===== src/logic/io_port_pkg.sv =====
// constants and types shared by the i/o port mode control design
package io_port_pkg;
    // register offsets (word aligned byte addresses)
    localparam logic [7:0] OFS_DATA_IN = 8'h00;
    localparam logic [7:0] OFS_DATA_OUT = 8'h04;
    localparam logic [7:0] OFS_DIRECTION = 8'h08;
    localparam logic [7:0] OFS_CONTROL = 8'h0C;
    localparam logic [7:0] OFS_MODE_STATUS = 8'h10;
    // port selector field of the address
    localparam int PORT_SEL_LSB = 8;
    localparam int NUM_PORTS = 7;
    // port indices
    localparam logic [2:0] PORT_A = 3'h0;
    localparam logic [2:0] PORT_B = 3'h1;
    localparam logic [2:0] PORT_C = 3'h2;
    localparam logic [2:0] PORT_D = 3'h3;
    localparam logic [2:0] PORT_E = 3'h4;
    localparam logic [2:0] PORT_F = 3'h5;
    localparam logic [2:0] PORT_G = 3'h6;
    // reset value and port d direction mask
    localparam logic [7:0] RESET_REG = 8'h00;
    localparam logic [7:0] PORT_D_MASK = 8'h0F;
    // pin synchroniser depth
    localparam int SYNC_STAGES = 3;
    // source chosen for one pin by the output multiplexer
    typedef enum logic [1:0] {
        SRC_NONE,
        SRC_DATA_OUT,
        SRC_ADDRESS,
        SRC_LOGIC_ARRAY
    } pin_source_type;
endpackage


===== src/logic/io_pin_sync_if.sv =====
// interface carrying raw pin levels into the synchroniser and filtered levels out
`timescale 1ns/100ps
`default_nettype none
interface io_pin_sync_if;
    logic [55:0] raw;
    logic [55:0] level;
    modport owner (output raw, input level);
    modport sync (input raw, output level);
endinterface
`default_nettype wire


===== src/logic/io_pin_sync.sv =====
// three-stage pin synchroniser, a rise counts once stages two and three are both high, a fall as soon as they differ
`timescale 1ns/100ps
`default_nettype none
module io_pin_sync (
    // clock and reset
    input wire logic clk_sys,
    input wire logic rst_b,
    // pins
    io_pin_sync_if.sync pins
);
    logic [55:0] stage1;
    logic [55:0] stage2;
    logic [55:0] stage3;
    logic [55:0] level;

    // shift register, first stage read only by the second
    always_ff @(posedge clk_sys)
    begin
        if (!rst_b)
        begin
            stage1 <= '0;
            stage2 <= '0;
            stage3 <= '0;
        end
        else
        begin
            stage1 <= pins.raw;
            stage2 <= stage1;
            stage3 <= stage2;
        end
    end

    // set the level where two and three are both high, clear it where they differ
    always_ff @(posedge clk_sys)
    begin
        if (!rst_b)
            level <= '0;
        else
            level <= (level & ~(stage2 ^ stage3)) | (stage2 & stage3);
    end

    assign pins.level = level;
endmodule
`default_nettype wire


===== src/logic/io_port_mode_control.sv =====
// operating-mode logic for seven i/o ports with a wishbone register slave
`timescale 1ns/100ps
`default_nettype none
module io_port_mode_control #(
    // configuration, fixed when the device is programmed
    parameter logic [55:0] CFG_ARRAY_OUT = '0,
    parameter logic [55:0] CFG_ARRAY_IN = '0,
    parameter logic [55:0] CFG_ADDR_IN = '0,
    parameter logic [55:0] CFG_DECODE_IN = '0,
    parameter logic CFG_DATA_PORT = 1'b0,
    parameter logic CFG_BOOT_PATTERN_EN = 1'b0,
    parameter logic CFG_BOOT_HOST = 1'b0,
    parameter logic CFG_BURST_HOST = 1'b0,
    parameter logic CFG_ADDR_IN_LATCH = 1'b0,
    parameter logic [7:0] CFG_JTAG_PINS_E = 8'h00,
    parameter logic [15:0] CFG_BOOT_PATTERN = 16'h0000
) (
    // clock and reset
    input wire logic clk_sys,
    input wire logic rst_b,
    // wishbone slave
    input wire logic wb_cyc_i,
    input wire logic wb_stb_i,
    input wire logic wb_we_i,
    input wire logic [11:0] wb_adr_i,
    input wire logic [3:0] wb_sel_i,
    input wire logic [31:0] wb_dat_i,
    output logic [31:0] wb_dat_o,
    output logic wb_ack_o,
    // host bus state for the boot pattern and address latch
    input wire logic host_reset_b,
    input wire logic host_bus_active,
    input wire logic address_strobe,
    input wire logic [15:0] host_address,
    // logic arrays
    input wire logic [55:0] general_logic_array_out,
    input wire logic [55:0] general_logic_array_oe,
    output logic [55:0] array_pin_in,
    output logic [55:0] memory_decode_array_in,
    // port pins, seven ports of eight bits, A at the bottom
    input wire logic [55:0] pin_in,
    output logic [55:0] pin_out,
    output logic [55:0] pin_oe
);
    // pin bit span of one port
    function automatic logic [7:0] port_bits(input logic [55:0] v, input logic [2:0] p);
        port_bits = v[p*8 +: 8];
    endfunction

    // port with a control register (E,F,G)
    function automatic logic has_control(input logic [2:0] p);
        has_control = (p == io_port_pkg::PORT_E) || (p == io_port_pkg::PORT_F) ||
                      (p == io_port_pkg::PORT_G);
    endfunction

    logic [7:0] data_out [io_port_pkg::NUM_PORTS];
    logic [7:0] direction [io_port_pkg::NUM_PORTS];
    logic [7:0] control [io_port_pkg::NUM_PORTS];
    logic [55:0] pin_level;
    logic [15:0] latched_address;
    logic [15:0] address_in_latch;
    logic reset_seen;
    logic [2:0] host_reset_sync;
    logic host_reset_level;
    logic wb_req;
    logic [2:0] reg_port;
    logic [7:0] reg_ofs;
    logic port_ok;
    logic [7:0] next_read;
    logic [55:0] next_out;
    logic [55:0] next_oe;

    io_pin_sync_if sync_bus ();

    // pins pass the three-stage synchroniser; every pin keeps its own input
    assign sync_bus.raw = pin_in;
    assign pin_level = sync_bus.level;

    io_pin_sync u_sync (
        .clk_sys(clk_sys),
        .rst_b(rst_b),
        .pins(sync_bus)
    );

    // request decode, each register one aligned word per port
    assign wb_req = wb_cyc_i && wb_stb_i && !wb_ack_o;
    assign reg_port = wb_adr_i[io_port_pkg::PORT_SEL_LSB +: 3];
    assign reg_ofs = wb_adr_i[7:0];
    assign port_ok = reg_port < 3'(io_port_pkg::NUM_PORTS);

    // one wait state: ack one cycle after the request, dropped next cycle
    always_ff @(posedge clk_sys)
    begin
        if (!rst_b)
            wb_ack_o <= 1'b0;
        else
            wb_ack_o <= wb_req;
    end

    // host-writable registers, cleared at reset; config modes are parameters only
    always_ff @(posedge clk_sys)
    begin
        if (!rst_b)
        begin
            for (int p = 0; p < io_port_pkg::NUM_PORTS; p++)
            begin
                data_out[p] <= io_port_pkg::RESET_REG;
                direction[p] <= io_port_pkg::RESET_REG;
                control[p] <= io_port_pkg::RESET_REG;
            end
        end
        else if (wb_req && wb_we_i && wb_sel_i[0] && port_ok)
        begin
            case (reg_ofs)
                io_port_pkg::OFS_DATA_OUT:
                    data_out[reg_port] <= wb_dat_i[7:0];
                io_port_pkg::OFS_DIRECTION:
                    direction[reg_port] <= (reg_port == io_port_pkg::PORT_D) ?
                        (wb_dat_i[7:0] & io_port_pkg::PORT_D_MASK) : wb_dat_i[7:0];
                io_port_pkg::OFS_CONTROL:
                    if (has_control(reg_port))
                        control[reg_port] <= wb_dat_i[7:0];
                default:
                    ;
            endcase
        end
    end

    // read multiplexer; data-in shows the live pin level
    always_comb
    begin
        next_read = 8'h00;
        if (port_ok)
        begin
            case (reg_ofs)
                io_port_pkg::OFS_DATA_IN:
                    next_read = port_bits(pin_level, reg_port);
                io_port_pkg::OFS_DATA_OUT:
                    next_read = data_out[reg_port];
                io_port_pkg::OFS_DIRECTION:
                    next_read = direction[reg_port];
                io_port_pkg::OFS_CONTROL:
                    next_read = has_control(reg_port) ? control[reg_port] : 8'h00;
                io_port_pkg::OFS_MODE_STATUS:
                    next_read = {5'h00, reset_seen, CFG_DATA_PORT, CFG_BOOT_PATTERN_EN};
                default:
                    next_read = 8'h00;
            endcase
        end
    end

    // read data registered with the ack, upper bits zero
    always_ff @(posedge clk_sys)
    begin
        if (!rst_b)
            wb_dat_o <= 32'h0000_0000;
        else if (wb_req && !wb_we_i)
            wb_dat_o <= {24'h00_0000, next_read};
        else
            wb_dat_o <= 32'h0000_0000;
    end

    // multiplexed host address latched on the strobe for address out
    always_ff @(posedge clk_sys)
    begin
        if (!rst_b)
            latched_address <= 16'h0000;
        else if (address_strobe)
            latched_address <= host_address;
    end

    // high address inputs on A,F optionally captured by the strobe
    always_ff @(posedge clk_sys)
    begin
        if (!rst_b)
            address_in_latch <= 16'h0000;
        else if (address_strobe)
            address_in_latch <= {pin_level[47:40], pin_level[7:0]};
    end

    // host reset line: three flops, stage one read only by stage two
    always_ff @(posedge clk_sys)
    begin
        if (!rst_b)
            host_reset_sync <= 3'h0;
        else
            host_reset_sync <= {host_reset_sync[1:0], host_reset_b};
    end

    // host reset level follows once stages two and three agree
    always_ff @(posedge clk_sys)
    begin
        if (!rst_b)
            host_reset_level <= 1'b0;
        else if (host_reset_sync[1] == host_reset_sync[2])
            host_reset_level <= host_reset_sync[2];
    end

    // tracks host reset: high while host reset is held, low after release
    always_ff @(posedge clk_sys)
    begin
        if (!rst_b)
            reset_seen <= 1'b0;
        else
            reset_seen <= !host_reset_level;
    end

    // pins to logic arrays; address inputs to the decode array pass the strobe latch if chosen
    always_ff @(posedge clk_sys)
    begin
        if (!rst_b)
        begin
            array_pin_in <= '0;
            memory_decode_array_in <= '0;
        end
        else
        begin
            array_pin_in <= pin_level & (CFG_ARRAY_IN | CFG_ADDR_IN);
            if (CFG_ADDR_IN_LATCH)
                memory_decode_array_in <= (CFG_DECODE_IN | CFG_ADDR_IN) &
                    {8'h00, address_in_latch[15:8], 32'h0, address_in_latch[7:0]};
            else
                memory_decode_array_in <= (CFG_DECODE_IN | CFG_ADDR_IN) & pin_level;
        end
    end

    // per-pin output source selection
    always_comb
    begin
        next_out = '0;
        next_oe = '0;
        for (int p = 0; p < io_port_pkg::NUM_PORTS; p++)
        begin
            for (int b = 0; b < 8; b++)
            begin
                int i;
                logic [3:0] nib;
                io_port_pkg::pin_source_type src;
                i = p * 8 + b;
                nib = 4'h0;
                src = io_port_pkg::SRC_NONE;
                if (p == int'(io_port_pkg::PORT_E) && CFG_JTAG_PINS_E[b])
                    src = io_port_pkg::SRC_NONE;
                else if (CFG_DATA_PORT && p >= int'(io_port_pkg::PORT_F))
                    src = io_port_pkg::SRC_NONE;
                else if (CFG_ARRAY_OUT[i] && p <= int'(io_port_pkg::PORT_C))
                    src = general_logic_array_oe[i] ? io_port_pkg::SRC_LOGIC_ARRAY
                                                    : io_port_pkg::SRC_NONE;
                else if (has_control(3'(p)) && ((control[p][b] && direction[p][b]) ||
                         general_logic_array_oe[i]))
                    src = io_port_pkg::SRC_ADDRESS;
                else if (direction[p][b] && !(has_control(3'(p)) && control[p][b]))
                    src = io_port_pkg::SRC_DATA_OUT;
                // nibble map of the latched address
                if (p == int'(io_port_pkg::PORT_G))
                    nib = (b < 4) ? latched_address[11:8] : latched_address[15:12];
                else
                    nib = (b < 4) ? latched_address[3:0] : latched_address[7:4];
                if (src == io_port_pkg::SRC_ADDRESS && CFG_BURST_HOST && b < 4 &&
                    p != int'(io_port_pkg::PORT_G))
                    src = io_port_pkg::SRC_NONE;
                case (src)
                    io_port_pkg::SRC_DATA_OUT:
                    begin
                        next_out[i] = data_out[p][b];
                        next_oe[i] = 1'b1;
                    end
                    io_port_pkg::SRC_ADDRESS:
                    begin
                        next_out[i] = nib[b % 4];
                        next_oe[i] = 1'b1;
                    end
                    io_port_pkg::SRC_LOGIC_ARRAY:
                    begin
                        next_out[i] = general_logic_array_out[i];
                        next_oe[i] = 1'b1;
                    end
                    default:
                    begin
                        next_out[i] = 1'b0;
                        next_oe[i] = 1'b0;
                    end
                endcase
            end
        end
        // boot pattern overrides F,G while host reset held and bus idle
        if (CFG_BOOT_PATTERN_EN && CFG_BOOT_HOST && reset_seen && !host_bus_active)
        begin
            next_out[55:40] = CFG_BOOT_PATTERN;
            next_oe[55:40] = 16'hFFFF;
        end
    end

    // pins driven from flip-flops
    always_ff @(posedge clk_sys)
    begin
        if (!rst_b)
        begin
            pin_out <= '0;
            pin_oe <= '0;
        end
        else
        begin
            pin_out <= next_out;
            pin_oe <= next_oe;
        end
    end

    // assertions
    a_ack_one_cycle: assert property (@(posedge clk_sys) disable iff (!rst_b)
        wb_ack_o |=> !wb_ack_o) else $error("ack held two cycles");
    a_ack_after_req: assert property (@(posedge clk_sys) disable iff (!rst_b)
        (wb_cyc_i && wb_stb_i && !wb_ack_o) |=> wb_ack_o) else $error("ack missing");
    a_boot_drive_gated: assert property (@(posedge clk_sys) disable iff (!rst_b)
        (CFG_BOOT_PATTERN_EN && CFG_BOOT_HOST && reset_seen && !host_bus_active) |=>
        (pin_oe[55:40] == 16'hFFFF && pin_out[55:40] == CFG_BOOT_PATTERN))
        else $error("boot pattern not driven");
    a_boot_stops_release: assert property (@(posedge clk_sys) disable iff (!rst_b)
        ((!reset_seen || host_bus_active) && general_logic_array_oe[55:40] == 16'h0000 &&
        direction[5] == 8'h00 && direction[6] == 8'h00) |=> pin_oe[55:40] == 16'h0000)
        else $error("f,g driven outside boot pattern");
    a_control_abc_zero: assert property (@(posedge clk_sys) disable iff (!rst_b)
        control[0] == 8'h00 && control[1] == 8'h00 && control[2] == 8'h00)
        else $error("control on A-C");
    a_jtag_pins_free: assert property (@(posedge clk_sys) disable iff (!rst_b)
        (pin_oe[39:32] & CFG_JTAG_PINS_E) == 8'h00) else $error("jtag pin driven");
    a_dir_port_d: assert property (@(posedge clk_sys) disable iff (!rst_b)
        direction[3][7:4] == 4'h0) else $error("port d upper direction");
    a_output_from_data: assert property (@(posedge clk_sys) disable iff (!rst_b)
        (direction[0][0] && !CFG_ARRAY_OUT[0]) |=> (pin_oe[0] && pin_out[0] == $past(data_out[0][0])))
        else $error("port a pin 0 not from data out");
    a_addr_out_e: assert property (@(posedge clk_sys) disable iff (!rst_b)
        (control[4][7] && direction[4][7] && !CFG_JTAG_PINS_E[7]) |=>
        (pin_oe[39] && pin_out[39] == $past(latched_address[7])))
        else $error("address out port e wrong");
    a_reset_clear: assert property (@(posedge clk_sys)
        !rst_b |=> (direction[5] == 8'h00 && control[5] == 8'h00 && pin_oe == '0))
        else $error("reset did not clear");
endmodule
`default_nettype wire


===== config.mk =====
export PLATFORM = sky130hd
export DESIGN_NAME = io_port_mode_control
export DESIGN_NICKNAME = d
export VERILOG_FILES = /design/src/logic/io_port_pkg.sv /design/src/logic/io_pin_sync_if.sv /design/src/logic/io_pin_sync.sv /design/src/logic/io_port_mode_control.sv
export SDC_FILE = /design/constraint.sdc
export NUM_CORES = 1
export LEC_CHECK = 0
export ABC_AREA = 1
export BUFFER_PORTS_ARGS = -buffer_cell sky130_fd_sc_hd__buf_2
export CAP_MARGIN = 10
export CORE_UTILIZATION = 48
export DETAILED_ROUTE_END_ITERATION = 16
export GPL_ROUTABILITY_DRIVEN = 0
export HOLD_SLACK_MARGIN = 0.06
export PLACE_DENSITY_LB_ADDON = 0.15
export SLEW_MARGIN = 20
export SYNTH_ARGS = -nofsm -noshare
export SYNTH_HDL_FRONTEND = slang
export SYNTH_SLANG_ARGS = --single-unit

===== constraint.sdc =====
create_clock -name clk_sys -period 2.2 [get_ports clk_sys]
set_clock_uncertainty 0.05 [all_clocks]
set_input_delay 0.44 -clock clk_sys [delete_from_list [all_inputs] [get_ports clk_sys]]
set_output_delay 0.44 -clock clk_sys [all_outputs]
set_load 0.03 [all_outputs]

Yosys cells after proc, flatten, opt, wreduce, memory -nomap -nowiden
Memory sizes are Yosys's and may differ from the RTL's.
Cells that the tools add are included.
- bitwise logic cells: 5
- reduce and logical (&&, ||, !) cells: 168
- multiply operators: 0
- divide/modulo/power cells: 0
- eq/ne operators: 177
- shift-type cells: 1
- $add $sub $neg: 0
- $lt $le $gt $ge: 1
- multiplexer cells: 218
- operator list (kind ; count):
    == test 2 bit (second input constant) ; 106
    one-hot mux 1 bit (3 select lines) ; 56
    OR reduction 3 bit ; 56
    2-to-1 mux 1 bit ; 129
    bitwise AND 56 bit ; 2
    == test 2 x 1 -> 1 bit (second input constant) ; 53
    inverter 56 bit ; 1
    OR 56 bit ; 1
    indexed part select 56 x 7 -> 8 bit ; 1
    XOR 56 bit ; 1
    logical AND 1 bit ; 54
    2-to-1 mux 2 bit ; 24
    2-to-1 mux 8 bit ; 5
    one-hot mux 8 bit (5 select lines) ; 1
    zero test 1 bit ; 27
    logical OR 1 bit ; 26
    OR reduction 8 bit ; 3
    == test 8 x 4 -> 1 bit (second input constant) ; 2
    == test 1 x 2 -> 1 bit (second input constant) ; 6
    == test 3 bit (second input constant) ; 3
    2-to-1 mux 3 bit ; 3
    == test 8 x 3 -> 1 bit (second input constant) ; 1
    == test 8 x 5 -> 1 bit (second input constant) ; 1
    zero test 8 bit ; 1
    5 further kinds ; 7
- memories: 3
- ROM bits: 0
- output and inout port bits: 257
- bits in latches: 0
- register bits after elaboration: 390
- word-level logic and storage cells: 586
- bits in writable memories: 168
- memories (name ; depth ; width ; read ports ; clocked after memory_dff ; wr ports ; RTL line ; text):
    control ; 7 ; 8 ; 4 ; 0 ; 7 ; io_port_mode_control.sv:58 ; logic [7:0] control [io_port_pkg::NUM_PORTS];
    data_out ; 7 ; 8 ; 8 ; 0 ; 7 ; io_port_mode_control.sv:56 ; logic [7:0] data_out [io_port_pkg::NUM_PORTS];
    direction ; 7 ; 8 ; 8 ; 0 ; 7 ; io_port_mode_control.sv:57 ; logic [7:0] direction [io_port_pkg::NUM_PORTS];

Depth between registers and ports, before layout
- word-level depth: 10
- depth in mapped cells: 12

Modules after synthesis
A second synthesis with hierarchy kept.
- cell total of the unflattened synthesis: 2554
- area total of the unflattened synthesis: 21747.1 um2
- by module, submodules not included (module ; seq. area each (um2) ; instances ; area an instance (um2) ; cells each):
    io_port_mode_control ; 7377.1 ; 1 ; 14042.2 ; 1688
    io_pin_sync ; 4484.3 ; 1 ; 7704.9 ; 866

Least setup slack after synthesis
OpenSTA, ideal clock, no wires.
- kind: input -> register
- from: input port wb_adr_i[10]
- to: memory data_out[5][0], enable pin
- setup slack: -205 ps
- stages on the path: 7
- required time: 1765 ps
- arrival: 1969 ps
- path through: buf_2 -> nand3_2 -> nand3_4 -> nor2_4 -> inv_1 -> o21ai_4 -> nor3b_1
- RTL lines (item ; RTL line ; text):
    start, declared ; io_port_mode_control.sv:25 ; input wire logic [11:0] wb_adr_i,
    end, declared ; io_port_mode_control.sv:56 ;

==> results.sh <==
export IMPL_run_status="complete, no violations"
export IMPL_vias=16600
export IMPL_dp_hpwl_um=41400
export IMPL_cts_sinks=526
export IMPL_clockRootBuffer="clkbuf_16"
export IMPL_routed_via_density=4.69
export IMPL_fillers=3768
export IMPL_synth_top_area_share_pct=36.9
export IMPL_die_h_um=212
export IMPL_hold_path_class="input port to flop"
export IMPL_worstMarginPinSlew_ns=0.736
export IMPL_syn_inst=2497
export IMPL_area_growth_synth_to_final_pct=22.9
export IMPL_powerDensity_mw_per_mm2=833
export IMPL_synth_warnings=0
export IMPL_critPathArrivalTime_ns=2.13
export IMPL_synthesis_area_mm2=0.0212
export IMPL_slew_headroom_pct=50.6
export IMPL_antenna_found_initial=2
export IMPL_post_drt_wl_per_cell_um=16.3
export IMPL_clock_fmax_mhz=529
export IMPL_layout_drive_gt1_share_pct=15.7
export IMPL_layout_common_cells="nand2_1, inv_1, nor2_1, dfxtp_1, buf_2"
export IMPL_total_power_mw=21.7
export IMPL_die_area_mm2=0.0450
export IMPL_synthTopCellsByArea="dfxtp_1, edfxtp_1, nand2_1, inv_1, nor2_1"
export IMPL_core_rowCount=76
export IMPL_finalSetupViolations=0
export IMPL_cpMaxStageDelayCell="dfxtp_1"
export IMPL_rsz0062_at_grt="no"
export IMPL_start_kind="flop"
export IMPL_wirelength_um=57700
export IMPL_worstPathCellList="nor2_2, nand3_4, nor2_4, inv_1, o21ai_4, nor3b_2, buf_4"
export IMPL_yosysSeqAreaShare_pct=56.2
export IMPL_drc_errors=0
export IMPL_grt_pass1_vias=15800
export IMPL_whs_ns=0.0824
export IMPL_critPathMaxStageDelay_ns=0.32
export IMPL_final_common_cell="nand2_1"
export IMPL_vdd_ir_drop_max_mv=0.619
export IMPL_clk_insertion_delay_late_ns=0.60
export IMPL_io_buffers=243
export IMPL_crit_path_end_kind="flop"
export IMPL_synth_ff_latch_count=526
export IMPL_core_mm2=0.0433
export IMPL_grt_max_degree=109
export IMPL_numCtsBuffers=53
export IMPL_drt_iter0_markers=1382
export IMPL_finalHoldViolCount=0
export IMPL_setup_ws_ns=0.310
export IMPL_grt_pass1_wl_um=86800
export IMPL_io_pins=497
export IMPL_clock_path_buffers=3
export IMPL_drtAntennaViolNets=0
export IMPL_multiInputGateArea_mm2=0.00678
export IMPL_yosysTopAreaCell="dfxtp_1"
export IMPL_cts_tree="built"
export IMPL_final_core_util_pct=60.1
export IMPL_critical_path_required_ns=2.44
export IMPL_globalRouteOverflowTotal=0
export IMPL_die_x_um=212
export IMPL_start_util_pct=48.9
export IMPL_ys_types=42
export IMPL_syn_area_per_cell_um2=8.48
export IMPL_crit_fanout=8
export IMPL_cap_violations=0
export IMPL_setup_tns_ns=0
export IMPL_pre_cts_ws_ns=-0.0968
export IMPL_track_usage_pct=25.7
export IMPL_ff_latch_area_mm2=0.0119
export IMPL_clkTransAtPathRegs_ns=0.06
export IMPL_drtPass1Iterations=5
export IMPL_cts_setup_buffers=0
export IMPL_h_tree_depth=2
export IMPL_period_share_pct=85.9
export IMPL_drv_slew=0
export IMPL_cellLeakagePower_nw=13.7
export IMPL_criticalPathCategory="flop to flop"
export IMPL_nets=3211
export IMPL_final_min_clock_period_ns=1.89
==> what timing repair did <==
item | CTS | global route
endpoints found under the hold margin | 86 | 0
hold buffers | 86 | 0
gates resized for setup | 0 | 0
==> through the flow <==
stage / area (um^2) / std cells
finish: 26000 / 3547
global route: 26000 / 3543
CTS: 26000 / 3543
detailed placement: 23300 / 3359
global placement: 23300 / 3359
floorplan: 21800 / 2660
==> sequential cells by signal, summed over array words and instances, names as in the netlist, 16 cells and up <==
name	cells
data_out	64
direction	64
pin_oe	56
pin_out	56
u_sync.pins.level	56
u_sync.stage1	56
u_sync.stage2	56
u_sync.stage3	56
control	32
latched_address	16
==> worst max-delay path, delay by kind of cell, from the launching register on <==
family	cells	cell delay [ns]
and+or+nand+nor	4	0.69
buffers and inverters	2	0.32
DFF	1	0.32
AOI/OAI and AO/OA	1	0.20
==> final cells by class <==
cell class                      count  share of cell area [%]
Sequential cell                   526                    45.7
Multi-Input combinational cell   1464                    26.1
Timing Repair Buffer              420                    11.8
Inverter                          450                    6.49
Clock buffer                       82                    6.47
Tap cell                          585                    2.81
Clock inverter                     16                   0.616
Antenna cell                        4                  0.0385
==> Yosys cell counts <==
cell	count
inv_2	9
conb_1	1
buf_4	139
nand3_1	127
nand3_2	4
nor3_1	6
inv_1	437
dfxtp_1	390
and3_1	1
buf_1	1
nor3_4	1
o21ai_2	1
o21ai_1	1
nand4_1	9
nor2_4	2
nand3b_4	1
o22ai_1	6
o21ai_0	54
clkinv_1	4
nor2_8	3
nand2_1	484
a2111oi_0	12
buf_6	3
nand2_2	2
nand4_4	1
o2bb2ai_1	1
o21ai_4	1
nand2_4	1
nand4_2	3
a21oi_1	74
buf_2	46
ha_1	56
nor2_2	4
nand3_4	9
o211a_1	3
a211oi_1	1
nor3b_1	1
o211ai_1	1
or2_2	1
clkbuf_1	31
edfxtp_1	136
nor2_1	429
==> logic make-up after synthesis <==
kind of cell               after synthesis  synth area share [%]
and+or+nand+nor                       1089                  21.7
other                                    1                0.0177
DFF                                    526                  56.2
adders and majority gates               56                  3.31
buffers and inverters                  670                  14.7
AOI/OAI and AO/OA                      155                  4.10
==> power breakdown <==
group	leakage [nW]	switching (mW)	internal, mW
sequential	4.57	0.155	10.3
combinational	8.26	1.36	0.579
clock	0.914	3.73	5.60
total	13.7	5.25	16.4
==> worst paths after layout <==
| path | startpoint | endpoint | slack [ns] | cells past startpoint |
|---|---|---|---|---|
| setup / recovery | wb_ack_o$_SDFF_PN0_ | data_out[5][5]$_DFFE_PP_ | 0.31 | 7 |
| hold / removal | general_logic_array_oe[48] | pin_oe[48]$_SDFF_PN0_ | 0.08 | 3 |
| setup reg to reg | wb_ack_o$_SDFF_PN0_ | data_out[5][5]$_DFFE_PP_ | 0.31 | 7 |
| hold reg to reg | u_sync.stage1[24]$_SDFF_PN0_ | u_sync.stage2[24]$_SDFF_PN0_ | 0.36 | 2 |
==> metal layers <==
metal / routed length [um] / GRT usage [%] / part of all wire, % / up-vias
li1: - / - / - / 8142
met1: 22600 / 30.7 / 39 / 7706
met2: 28300 / 44.9 / 49 / 625
met3: 3800 / 3.72 / 6.6 / 157
met4: 2990 / 13.1 / 5.2 / 2
met5: 11 / 0 / 0.019 / -
(Power assumes the default switching activity.)
